## src/verilog/esc_regs.vh

```
// Register offsets, field positions, reset values and scan constants for the eye-scan control.
`ifndef ESC_REGS_VH
`define ESC_REGS_VH
`define ESC_ADDR_W 10
`define ESC_OFF_RUN 10'h1f0
`define ESC_OFF_SETUP 10'h1f1
`define ESC_OFF_PHASE 10'h1f2
`define ESC_OFF_THRESH 10'h1f3
`define ESC_OFF_SLOT 10'h1f4
`define ESC_OFF_WIPE 10'h1f5
`define ESC_OFF_DONE_LO 10'h1f6
`define ESC_OFF_DONE_HI 10'h1f7
`define ESC_OFF_FOUND 10'h200
`define ESC_OFF_TALLY_LO 10'h210
`define ESC_OFF_TALLY_HI 10'h212
`define ESC_RST_BYTE 8'h00
`define ESC_MODE_LSB 0
`define ESC_MODE_MSB 3
`define ESC_LEN_LSB 4
`define ESC_LEN_MSB 5
`define ESC_LEN0 16'd127
`define ESC_LEN1 16'd1032
`define ESC_LEN2 16'd8191
`define ESC_LEN3 16'd65535
`define ESC_MODE_OFF 4'h0
`define ESC_MODE_CMP 4'h1
`define ESC_MODE_CMP0 4'h2
`define ESC_MODE_CMP1 4'h3
`define ESC_MODE_ONES 4'h4
`define ESC_MODE_AVG0 4'h8
`define ESC_MODE_OUT0 4'h9
`define ESC_MODE_IN0 4'ha
`define ESC_MODE_AVG1 4'hc
`define ESC_MODE_OUT1 4'hd
`define ESC_MODE_IN1 4'he
`define ESC_GROUP_LAST 5'h13
`define ESC_LANES 2
`endif

```

## src/verilog/esc_top.v

```verilog
// Eye-scan control top: register port, reset synchroniser, sampler settings and two lanes.
// ----------------------------------------------------------------------
// ----------------------------------------------------------------------
//
// Added by the designer: the strobed register port.
`timescale 1ns/1ps
`include "esc_regs.vh"
module esc_top (
    // Clock and reset
    input wire clk_i,
    input wire rst_n_i,
    // Register port
    input wire [9:0] addr_i,
    input wire [7:0] wdata_i,
    input wire wr_i,
    input wire rd_i,
    output reg [7:0] rdata_o,
    // Sampler bits, one per lane
    input wire [1:0] data_bit_i,
    input wire [1:0] scan_bit_i,
    // Scan sampler steering
    output reg [6:0] phase_shift_o,
    output reg [5:0] thresh_shift_o
);
    // ------------------------------------------------------------------
    // Reset release
    // ------------------------------------------------------------------
    reg [1:0] rst_sync_r;
    wire rst_n = rst_sync_r[1];
    always @(posedge clk_i or negedge rst_n_i) begin
        if (!rst_n_i) begin
            rst_sync_r <= 2'b00;
        end else begin
            rst_sync_r <= {rst_sync_r[0], 1'b1};
        end
    end

    // ------------------------------------------------------------------
    // Sampler inputs arrive from the analog front end, so synchronise.
    // ------------------------------------------------------------------
    reg [1:0] dat_s1_r;
    reg [1:0] dat_s2_r;
    reg [1:0] scn_s1_r;
    reg [1:0] scn_s2_r;
    always @(posedge clk_i or negedge rst_n) begin
        if (!rst_n) begin
            dat_s1_r <= 2'b00;
            dat_s2_r <= 2'b00;
            scn_s1_r <= 2'b00;
            scn_s2_r <= 2'b00;
        end else begin
            dat_s1_r <= data_bit_i;
            dat_s2_r <= dat_s1_r;
            scn_s1_r <= scan_bit_i;
            scn_s2_r <= scn_s1_r;
        end
    end

    // ------------------------------------------------------------------
    // Registers
    // ------------------------------------------------------------------
    reg [7:0] run_reg_r;
    reg [7:0] setup_r;
    reg [7:0] phase_r;
    reg [7:0] thresh_r;
    reg [7:0] slot_r;
    reg [7:0] wipe_r;
    reg run_d_r;
    always @(posedge clk_i or negedge rst_n) begin
        if (!rst_n) begin
            run_reg_r <= `ESC_RST_BYTE;
            setup_r <= `ESC_RST_BYTE;
            phase_r <= `ESC_RST_BYTE;
            thresh_r <= `ESC_RST_BYTE;
            slot_r <= `ESC_RST_BYTE;
            wipe_r <= `ESC_RST_BYTE;
            run_d_r <= 1'b0;
        end else begin
            run_d_r <= run_reg_r[0];
            if (wr_i) begin
                if (addr_i == `ESC_OFF_RUN) begin
                    run_reg_r <= wdata_i;
                end else if (addr_i == `ESC_OFF_SETUP) begin
                    setup_r <= wdata_i;
                end else if (addr_i == `ESC_OFF_PHASE) begin
                    phase_r <= wdata_i;
                end else if (addr_i == `ESC_OFF_THRESH) begin
                    thresh_r <= wdata_i;
                end else if (addr_i == `ESC_OFF_SLOT) begin
                    slot_r <= wdata_i;
                end else if (addr_i == `ESC_OFF_WIPE) begin
                    wipe_r <= wdata_i;
                end
            end
        end
    end

    wire run_w = run_reg_r[0];
    wire start_w = run_w && !run_d_r;
    wire [3:0] mode_w = setup_r[`ESC_MODE_MSB:`ESC_MODE_LSB];
    wire [1:0] len_code_w = setup_r[`ESC_LEN_MSB:`ESC_LEN_LSB];
    // Settings are used live; software keeps them still while running.
    reg [15:0] len_w;
    always @* begin
        case (len_code_w)
            2'd0: len_w = `ESC_LEN0;
            2'd1: len_w = `ESC_LEN1;
            2'd2: len_w = `ESC_LEN2;
            default: len_w = `ESC_LEN3;
        endcase
    end

    // Wipe acts on the falling edge of the wipe bit, i.e. after 1 then 0.
    reg wipe_d_r;
    always @(posedge clk_i or negedge rst_n) begin
        if (!rst_n) begin
            wipe_d_r <= 1'b0;
        end else begin
            wipe_d_r <= wipe_r[0];
        end
    end
    wire wipe_w = wipe_d_r && !wipe_r[0];

    // ------------------------------------------------------------------
    // Lanes
    // ------------------------------------------------------------------
    wire pick_w;
    esc_slot_pick u_pick (
        .clk_i(clk_i),
        .rst_n_i(rst_n),
        .run_i(run_w),
        .slot_i(slot_r[4:0]),
        .pick_o(pick_w)
    );

    wire [1:0] done_w;
    wire [15:0] tally_w [0:1];
    wire [5:0] found_w [0:1];
    wire [5:0] probe_w [0:1];
    genvar g;
    generate
        for (g = 0; g < `ESC_LANES; g = g + 1) begin : g_lane
            esc_lane u_lane (
                .clk_i(clk_i),
                .rst_n_i(rst_n),
                .run_i(run_w),
                .start_i(start_w),
                .wipe_i(wipe_w),
                .mode_i(mode_w),
                .len_i(len_w),
                .pick_i(pick_w),
                .data_bit_i(dat_s2_r[g]),
                .scan_bit_i(scn_s2_r[g]),
                .done_o(done_w[g]),
                .tally_o(tally_w[g]),
                .found_o(found_w[g]),
                .probe_o(probe_w[g])
            );
        end
    endgenerate

    // ------------------------------------------------------------------
    // Sampler steering and read data
    // ------------------------------------------------------------------
    always @(posedge clk_i or negedge rst_n) begin
        if (!rst_n) begin
            phase_shift_o <= 7'h00;
            thresh_shift_o <= 6'h00;
            rdata_o <= 8'h00;
        end else begin
            phase_shift_o <= phase_r[6:0];
            // Search modes drive lane 0's probe; each lane sweeps on its own qualified samples.
            thresh_shift_o <= mode_w[3] ? probe_w[0] : thresh_r[5:0];
            rdata_o <= 8'h00;
            if (rd_i) begin
                if (addr_i == `ESC_OFF_RUN) begin
                    rdata_o <= run_reg_r;
                end else if (addr_i == `ESC_OFF_SETUP) begin
                    rdata_o <= setup_r;
                end else if (addr_i == `ESC_OFF_PHASE) begin
                    rdata_o <= phase_r;
                end else if (addr_i == `ESC_OFF_THRESH) begin
                    rdata_o <= thresh_r;
                end else if (addr_i == `ESC_OFF_SLOT) begin
                    rdata_o <= slot_r;
                end else if (addr_i == `ESC_OFF_WIPE) begin
                    rdata_o <= wipe_r;
                end else if (addr_i == `ESC_OFF_DONE_LO) begin
                    rdata_o <= {6'h00, done_w};
                end else if (addr_i == `ESC_OFF_FOUND) begin
                    rdata_o <= {2'b00, found_w[0]};
                end else if (addr_i == `ESC_OFF_FOUND + 10'h001) begin
                    rdata_o <= {2'b00, found_w[1]};
                end else if (addr_i == `ESC_OFF_TALLY_LO) begin
                    rdata_o <= tally_w[0][7:0];
                end else if (addr_i == `ESC_OFF_TALLY_LO + 10'h001) begin
                    rdata_o <= tally_w[0][15:8];
                end else if (addr_i == `ESC_OFF_TALLY_HI) begin
                    rdata_o <= tally_w[1][7:0];
                end else if (addr_i == `ESC_OFF_TALLY_HI + 10'h001) begin
                    rdata_o <= tally_w[1][15:8];
                end
            end
        end
    end
endmodule

```

## src/verilog/esc_slot_pick.v

```verilog
// Bit-slot selector: picks one sample of every 20-bit group for the scan.
`timescale 1ns/1ps
`include "esc_regs.vh"
module esc_slot_pick (
    // Clock and reset
    input wire clk_i,
    input wire rst_n_i,
    // Control
    input wire run_i,
    input wire [4:0] slot_i,
    // Strobe
    output reg pick_o
);
    reg [4:0] pos_r;
    always @(posedge clk_i or negedge rst_n_i) begin
        if (!rst_n_i) begin
            pos_r <= 5'h00;
            pick_o <= 1'b0;
        end else if (!run_i) begin
            pos_r <= 5'h00;
            pick_o <= 1'b0;
        end else begin
            // Slots above 19 never match, so such a scan just stays idle.
            pick_o <= (pos_r == slot_i);
            pos_r <= (pos_r == `ESC_GROUP_LAST) ? 5'h00 : pos_r + 5'h01;
        end
    end
endmodule

```

## src/verilog/esc_lane.v

```verilog
// One lane's scan engine: qualified sample counter, tally and threshold search.
`timescale 1ns/1ps
`include "esc_regs.vh"
module esc_lane (
    // Clock and reset
    input wire clk_i,
    input wire rst_n_i,
    // Control
    input wire run_i,
    input wire start_i,
    input wire wipe_i,
    input wire [3:0] mode_i,
    input wire [15:0] len_i,
    input wire pick_i,
    // Samplers
    input wire data_bit_i,
    input wire scan_bit_i,
    // Results
    output reg done_o,
    output reg [15:0] tally_o,
    output reg [5:0] found_o,
    output reg [5:0] probe_o
);
    reg [15:0] seen_r;
    reg [15:0] hits_r;
    reg [5:0] lo_r;
    reg [5:0] hi_r;
    reg any_r;
    wire auto_w = mode_i[3];
    wire want_w = mode_i[2];
    // Search modes chase zeros for 8..10 and ones for 12..14.
    wire qual_w = (mode_i == `ESC_MODE_CMP0 || (auto_w && !want_w)) ? !data_bit_i :
                  (mode_i == `ESC_MODE_CMP1 || (auto_w && want_w)) ? data_bit_i : 1'b1;
    wire take_w = run_i && !done_o && pick_i && (mode_i != `ESC_MODE_OFF) && qual_w;
    wire match_w = (scan_bit_i == want_w);
    wire [6:0] sum_w = {lo_r[5], lo_r} + {hi_r[5], hi_r};
    always @(posedge clk_i or negedge rst_n_i) begin
        if (!rst_n_i) begin
            seen_r <= 16'h0000;
            tally_o <= 16'h0000;
            done_o <= 1'b0;
            found_o <= 6'h00;
            probe_o <= 6'h00;
            lo_r <= 6'h1f;
            hi_r <= 6'h20;
            any_r <= 1'b0;
            hits_r <= 16'h0000;
        end else if (start_i) begin
            seen_r <= 16'h0000;
            done_o <= 1'b0;
            probe_o <= 6'h20;
            lo_r <= 6'h1f;
            hi_r <= 6'h20;
            any_r <= 1'b0;
            hits_r <= 16'h0000;
            if (wipe_i) begin
                tally_o <= 16'h0000;
            end
        end else begin
            if (wipe_i) begin
                tally_o <= 16'h0000;
            end else if (take_w && !auto_w) begin
                if (mode_i == `ESC_MODE_ONES) begin
                    if (scan_bit_i) begin
                        tally_o <= tally_o + 16'h0001;
                    end
                end else if (scan_bit_i != data_bit_i) begin
                    tally_o <= tally_o + 16'h0001;
                end
            end
            if (take_w) begin
                seen_r <= seen_r + 16'h0001;
                if (seen_r + 16'h0001 == len_i) begin
                    done_o <= 1'b1;
                end
            end
            // Auto search sweeps the threshold one step per full sample budget.
            if (take_w && auto_w) begin
                if (match_w) begin
                    hits_r <= hits_r + 16'h0001;
                end
                if (seen_r + 16'h0001 == len_i) begin
                    if (match_w || hits_r != 16'h0000) begin
                        any_r <= 1'b1;
                        if (!any_r || $signed(probe_o) < $signed(lo_r)) begin
                            lo_r <= probe_o;
                        end
                        if (!any_r || $signed(probe_o) > $signed(hi_r)) begin
                            hi_r <= probe_o;
                        end
                    end
                    if (probe_o != 6'h1f) begin
                        done_o <= 1'b0;
                        seen_r <= 16'h0000;
                        hits_r <= 16'h0000;
                        probe_o <= probe_o + 6'h01;
                    end
                end
            end
            if (done_o && auto_w) begin
                // Result stands once done, so assign only on the done edge.
                found_o <= found_o;
            end
            if (take_w && auto_w && seen_r + 16'h0001 == len_i && probe_o == 6'h1f) begin
                if (mode_i == `ESC_MODE_AVG0 || mode_i == `ESC_MODE_AVG1) begin
                    found_o <= sum_w[6:1];
                end else if (mode_i == `ESC_MODE_OUT0 || mode_i == `ESC_MODE_IN1) begin
                    found_o <= lo_r;
                end else begin
                    found_o <= hi_r;
                end
            end
        end
    end
endmodule

```

## config.mk

```make
export PLATFORM = sky130hd
export DESIGN_NAME = esc_top
export DESIGN_NICKNAME = d
export VERILOG_FILES = /design/src/verilog/esc_top.v /design/src/verilog/esc_slot_pick.v /design/src/verilog/esc_lane.v
export VERILOG_INCLUDE_DIRS = /design/src /design/src/verilog
export SDC_FILE = /design/constraint.sdc
export NUM_CORES = 1
export LEC_CHECK = 0
export BUFFER_PORTS_ARGS = -buffer_cell sky130_fd_sc_hd__clkbuf_2
export CORE_UTILIZATION = 35
export DETAILED_ROUTE_END_ITERATION = 12
export REMOVE_ABC_BUFFERS = 1
export SYNTH_ARGS = -nofsm -noshare
export SYNTH_HDL_FRONTEND = slang
export SYNTH_SLANG_ARGS = --single-unit
```

## constraint.sdc

```tcl
create_clock -name clk_i -period 8.3 [get_ports clk_i]
set_input_delay 0.83 -clock clk_i [delete_from_list [all_inputs] [get_ports clk_i]]
set_output_delay 0.83 -clock clk_i [all_outputs]
set_load 0.005 [all_outputs]
```

==> impl_metrics.json <==
{
  "synth_edf_count": 0,
  "yosysTopAreaCellShare_pct": 40.82,
  "die_h_um": 199.6,
  "cts-root-buf": "clkbuf_16",
  "syn_inst": 1454,
  "max-vdd-ir-drop_v": 0.0001267,
  "wl_um": 35680,
  "netlist_top_cells_area": "dfrtp_1 (41%), mux2_2 (4.7%), ha_1 (3.9%)",
  "cts_made_buffers": 27,
  "rsz0062_at_grt": "false",
  "first_global_vias": 10640,
  "critical_path.max_fanout": 17,
  "r2r_slack_ps": 4530,
  "yosysWarnings": 0,
  "finalWeightedCongestion": 0.9193,
  "syn_area_um2": 13670,
  "min_path_type": "in -> async",
  "postPlaceCellArea_um2": 14380,
  "startpoint": "g_lane[1].u_lane.seen_r[0]$_DFF_PN0_",
  "fin_ws_ps": 4532,
  "fin_cells": 2003,
  "htreeDepth": 1,
  "setup_viol": 0,
  "coreArea_um2": 38560,
  "final-hold-violation-count": 0,
  "cts.hold.buffers_added": 0,
  "die_area_um2": 39850,
  "start_util_pct": 35.45,
  "yosys.area.top_type": "dfrtp_1",
  "dp.cells": 1957,
  "clockBufferDepth": 3,
  "crit_end": "g_lane[1].u_lane.seen_r[15]$_DFF_PN0_",
  "grt_pass1_wl_um": 58030,
  "fmax_mhz": 265.4,
  "critPathCaptureType": "flip-flop",
  "clock_latency_ps": 540,
  "startpoint_type": "flip-flop",
  "cts_sinks": 235,
  "drive_gt1_share_pct": 13.74,
  "syn_avg_cell_area_um2": 9.401,
  "area_delta_synth_final_pct": 11.33,
  "grt_overflow": 0,
  "leakagePower_uw": 0.006624,
  "worstPathArrival_ps": 4150,
  "r2r-end": "g_lane[1].u_lane.seen_r[15]$_DFF_PN0_",
  "ant_nets": 0,
  "most-common-layout-cells": "dfrtp_1 (222), nand2_1 (126), nor2_1 (123)",
  "cts_tree": "yes",
  "finalInstanceArea_um2": 15220,
  "cts_resized": 0,
  "io_pins": 47,
  "async_flop_share_pct": 100.0,
  "post-route-period-util_pct": 45.40,
  "r2r_start": "g_lane[1].u_lane.seen_r[0]$_DFF_PN0_",
  "path_class": "reg -> reg",
  "drv_slew": 0,
  "antenna_found_initial": 0,
  "synth_seq_cells": 235,
  "tightest_slew_ps": 1106,
  "finClkSkew_ps": 15.91,
  "die_x_um": 199.6,
  "vias": 11220,
  "n_antenna_cell": 0,
  "min_period_ps": 3768,
  "cts_setup_buffers": 0,
  "dp_slack_ps": 4455,
  "port_buffers": 46,
  "ys.flop_type": "dfrtp_1",
  "synthDistinctLibCells": 79,
  "final_nets": 1539,
  "rows": 72,
  "worst_slew_margin_rel_pct": 25.97,
  "setup_tns_ps": 0,
  "grt_start_max_net_pins": 73,
  "drt_pass1_iterations": 6,
  "maxCapViolCount": 0,
  "status": "completed",
  "track_usage_pct": 18.04,
  "dr.first_iter.drc_count": 860,
  "r2r.worst_path.cells": 9,
  "drc": 0,
  "fin_total_pwr_uw": 2628,
  "layout_commonest_cell": "dfrtp_1",
  "viasPerCell": 5.602,
  "wire_per_inst_um": 17.81,
  "place.detailed.hpwl_um": 25400,
  "clk_pin_slew_worst_paths_ps": 60,
  "ys_seq_area_share_pct": 43.13,
  "critical_path_required_ps": 8690,
  "p_per_area_nw_per_um2": 172.7
}
## sequential cells by signal (all words and copies together) (netlist names), 5 cells and up
| register | flops |
|---|---|
| g_lane.u_lane.hits_r | 32 |
| g_lane.u_lane.seen_r | 32 |
| g_lane.u_lane.tally_o | 32 |
| g_lane.u_lane.found_o | 12 |
| g_lane.u_lane.hi_r | 12 |
| g_lane.u_lane.lo_r | 12 |
| g_lane.u_lane.probe_o | 12 |
| phase_r | 8 |
| rdata_o | 8 |
| run_reg_r | 8 |
| setup_r | 8 |
| slot_r | 8 |
| thresh_r | 8 |
| wipe_r | 8 |
| phase_shift_o | 7 |
| thresh_shift_o | 6 |
| u_pick.pos_r | 5 |
## worst min path at each step
stage | cells after the start | to | from | slack (ps)
2_1_floorplan | 0 | dat_s2_r[0]$_DFF_PN0_ | dat_s1_r[0]$_DFF_PN0_ | 330
3_3_place_gp | 0 | rst_sync_r[1]$_DFF_PN0_ | rst_sync_r[0]$_DFF_PN0_ | 330
3_5_place_dp | 0 | scn_s2_r[1]$_DFF_PN0_ | scn_s1_r[1]$_DFF_PN0_ | 330
4_1_cts | 1 | rst_sync_r[0]$_DFF_PN0_ | rst_n_i | 40
5_1_grt | 1 | rst_sync_r[1]$_DFF_PN0_ | rst_n_i | 50
6_report | 1 | rst_sync_r[1]$_DFF_PN0_ | rst_n_i | 70
## per-stage QoR
step                util, %  hold WS [ps]
global placement      37.30         332.5
detailed placement    37.30         334.7
CTS                   39.47         44.84
floorplan                 -         331.2
global route          39.47         52.72
finish                39.47         73.05
## metal layers
layer | track usage (%) | share of wire [%]
met3 | 2.380 | 4.3
met5 | 0 | 0
met2 | 28.86 | 46
met4 | 5.315 | 2.6
met1 | 25.28 | 47
## where the power goes
group	switching [uW]	leakage (uW)	internal, uW	total [uW]
Clock	466	0.000410	667	1130
Sequential	63.8	0.00311	1200	1270
Combinational	134	0.00310	95.7	230
## layout make-up
| type | count | area [um2] |
|---|---|---|
| flip-flops and latches | 235 | 5899 |
| inverters | 66 | 247.7 |
| repair buffers | 63 | 357.8 |
| multi-input cells | 1075 | 7228 |
| well taps | 518 | 648.1 |
| fillers | 3909 | 23340 |
| clock inverters | 2 | 17.52 |
| clock buffers | 44 | 819.5 |
## worst max-delay path: stages (launching register included)
cell and delay [ps]:
dfrtp_1 550, ha_1 330, nand3_2 250, nor2_1 220, xor2_1 100, or4_1 400, a221oi_1 580, nand4_1 480
nand2_1 600, nor2_1 110
## kinds of logic (layout without fill, tap and decap cells)
| kind of cell | after synthesis | in the layout | synth area share [%] |
|---|---|---|---|
| adder cells (fa/ha/maj) | 45 | 45 | 4.229 |
| flip-flops | 235 | 235 | 43.13 |
| XOR/XNOR | 85 | 85 | 5.446 |
| other | 1 | 1 | 0.02743 |
| AND/OR/NAND/NOR | 538 | 538 | 20.08 |
| buffers and inverters | 144 | 175 | 4.110 |
| AO/OA/AOI/OAI | 324 | 324 | 16.05 |
| multiplexers | 82 | 82 | 6.929 |
## synthesized netlist by cell type, types with 13 or more instances
master      n
dfrtp_1   223
nor2_1    123
or3_1      16
buf_2      14
o211ai_1   13
o31ai_1    14
o21ai_0    68
nor2b_1    18
mux2i_1    17
nand2_1   126
inv_1      66
and3_1     33
ha_1       43
nor3_1     32
a21oi_1    68
nand3_1    82
xnor2_1    39
nor4_1     18
clkbuf_1   57
a31oi_1    35
xor2_1     46
nand4_1    22
mux2_2     57
Power figures use the tool's default switching activity.
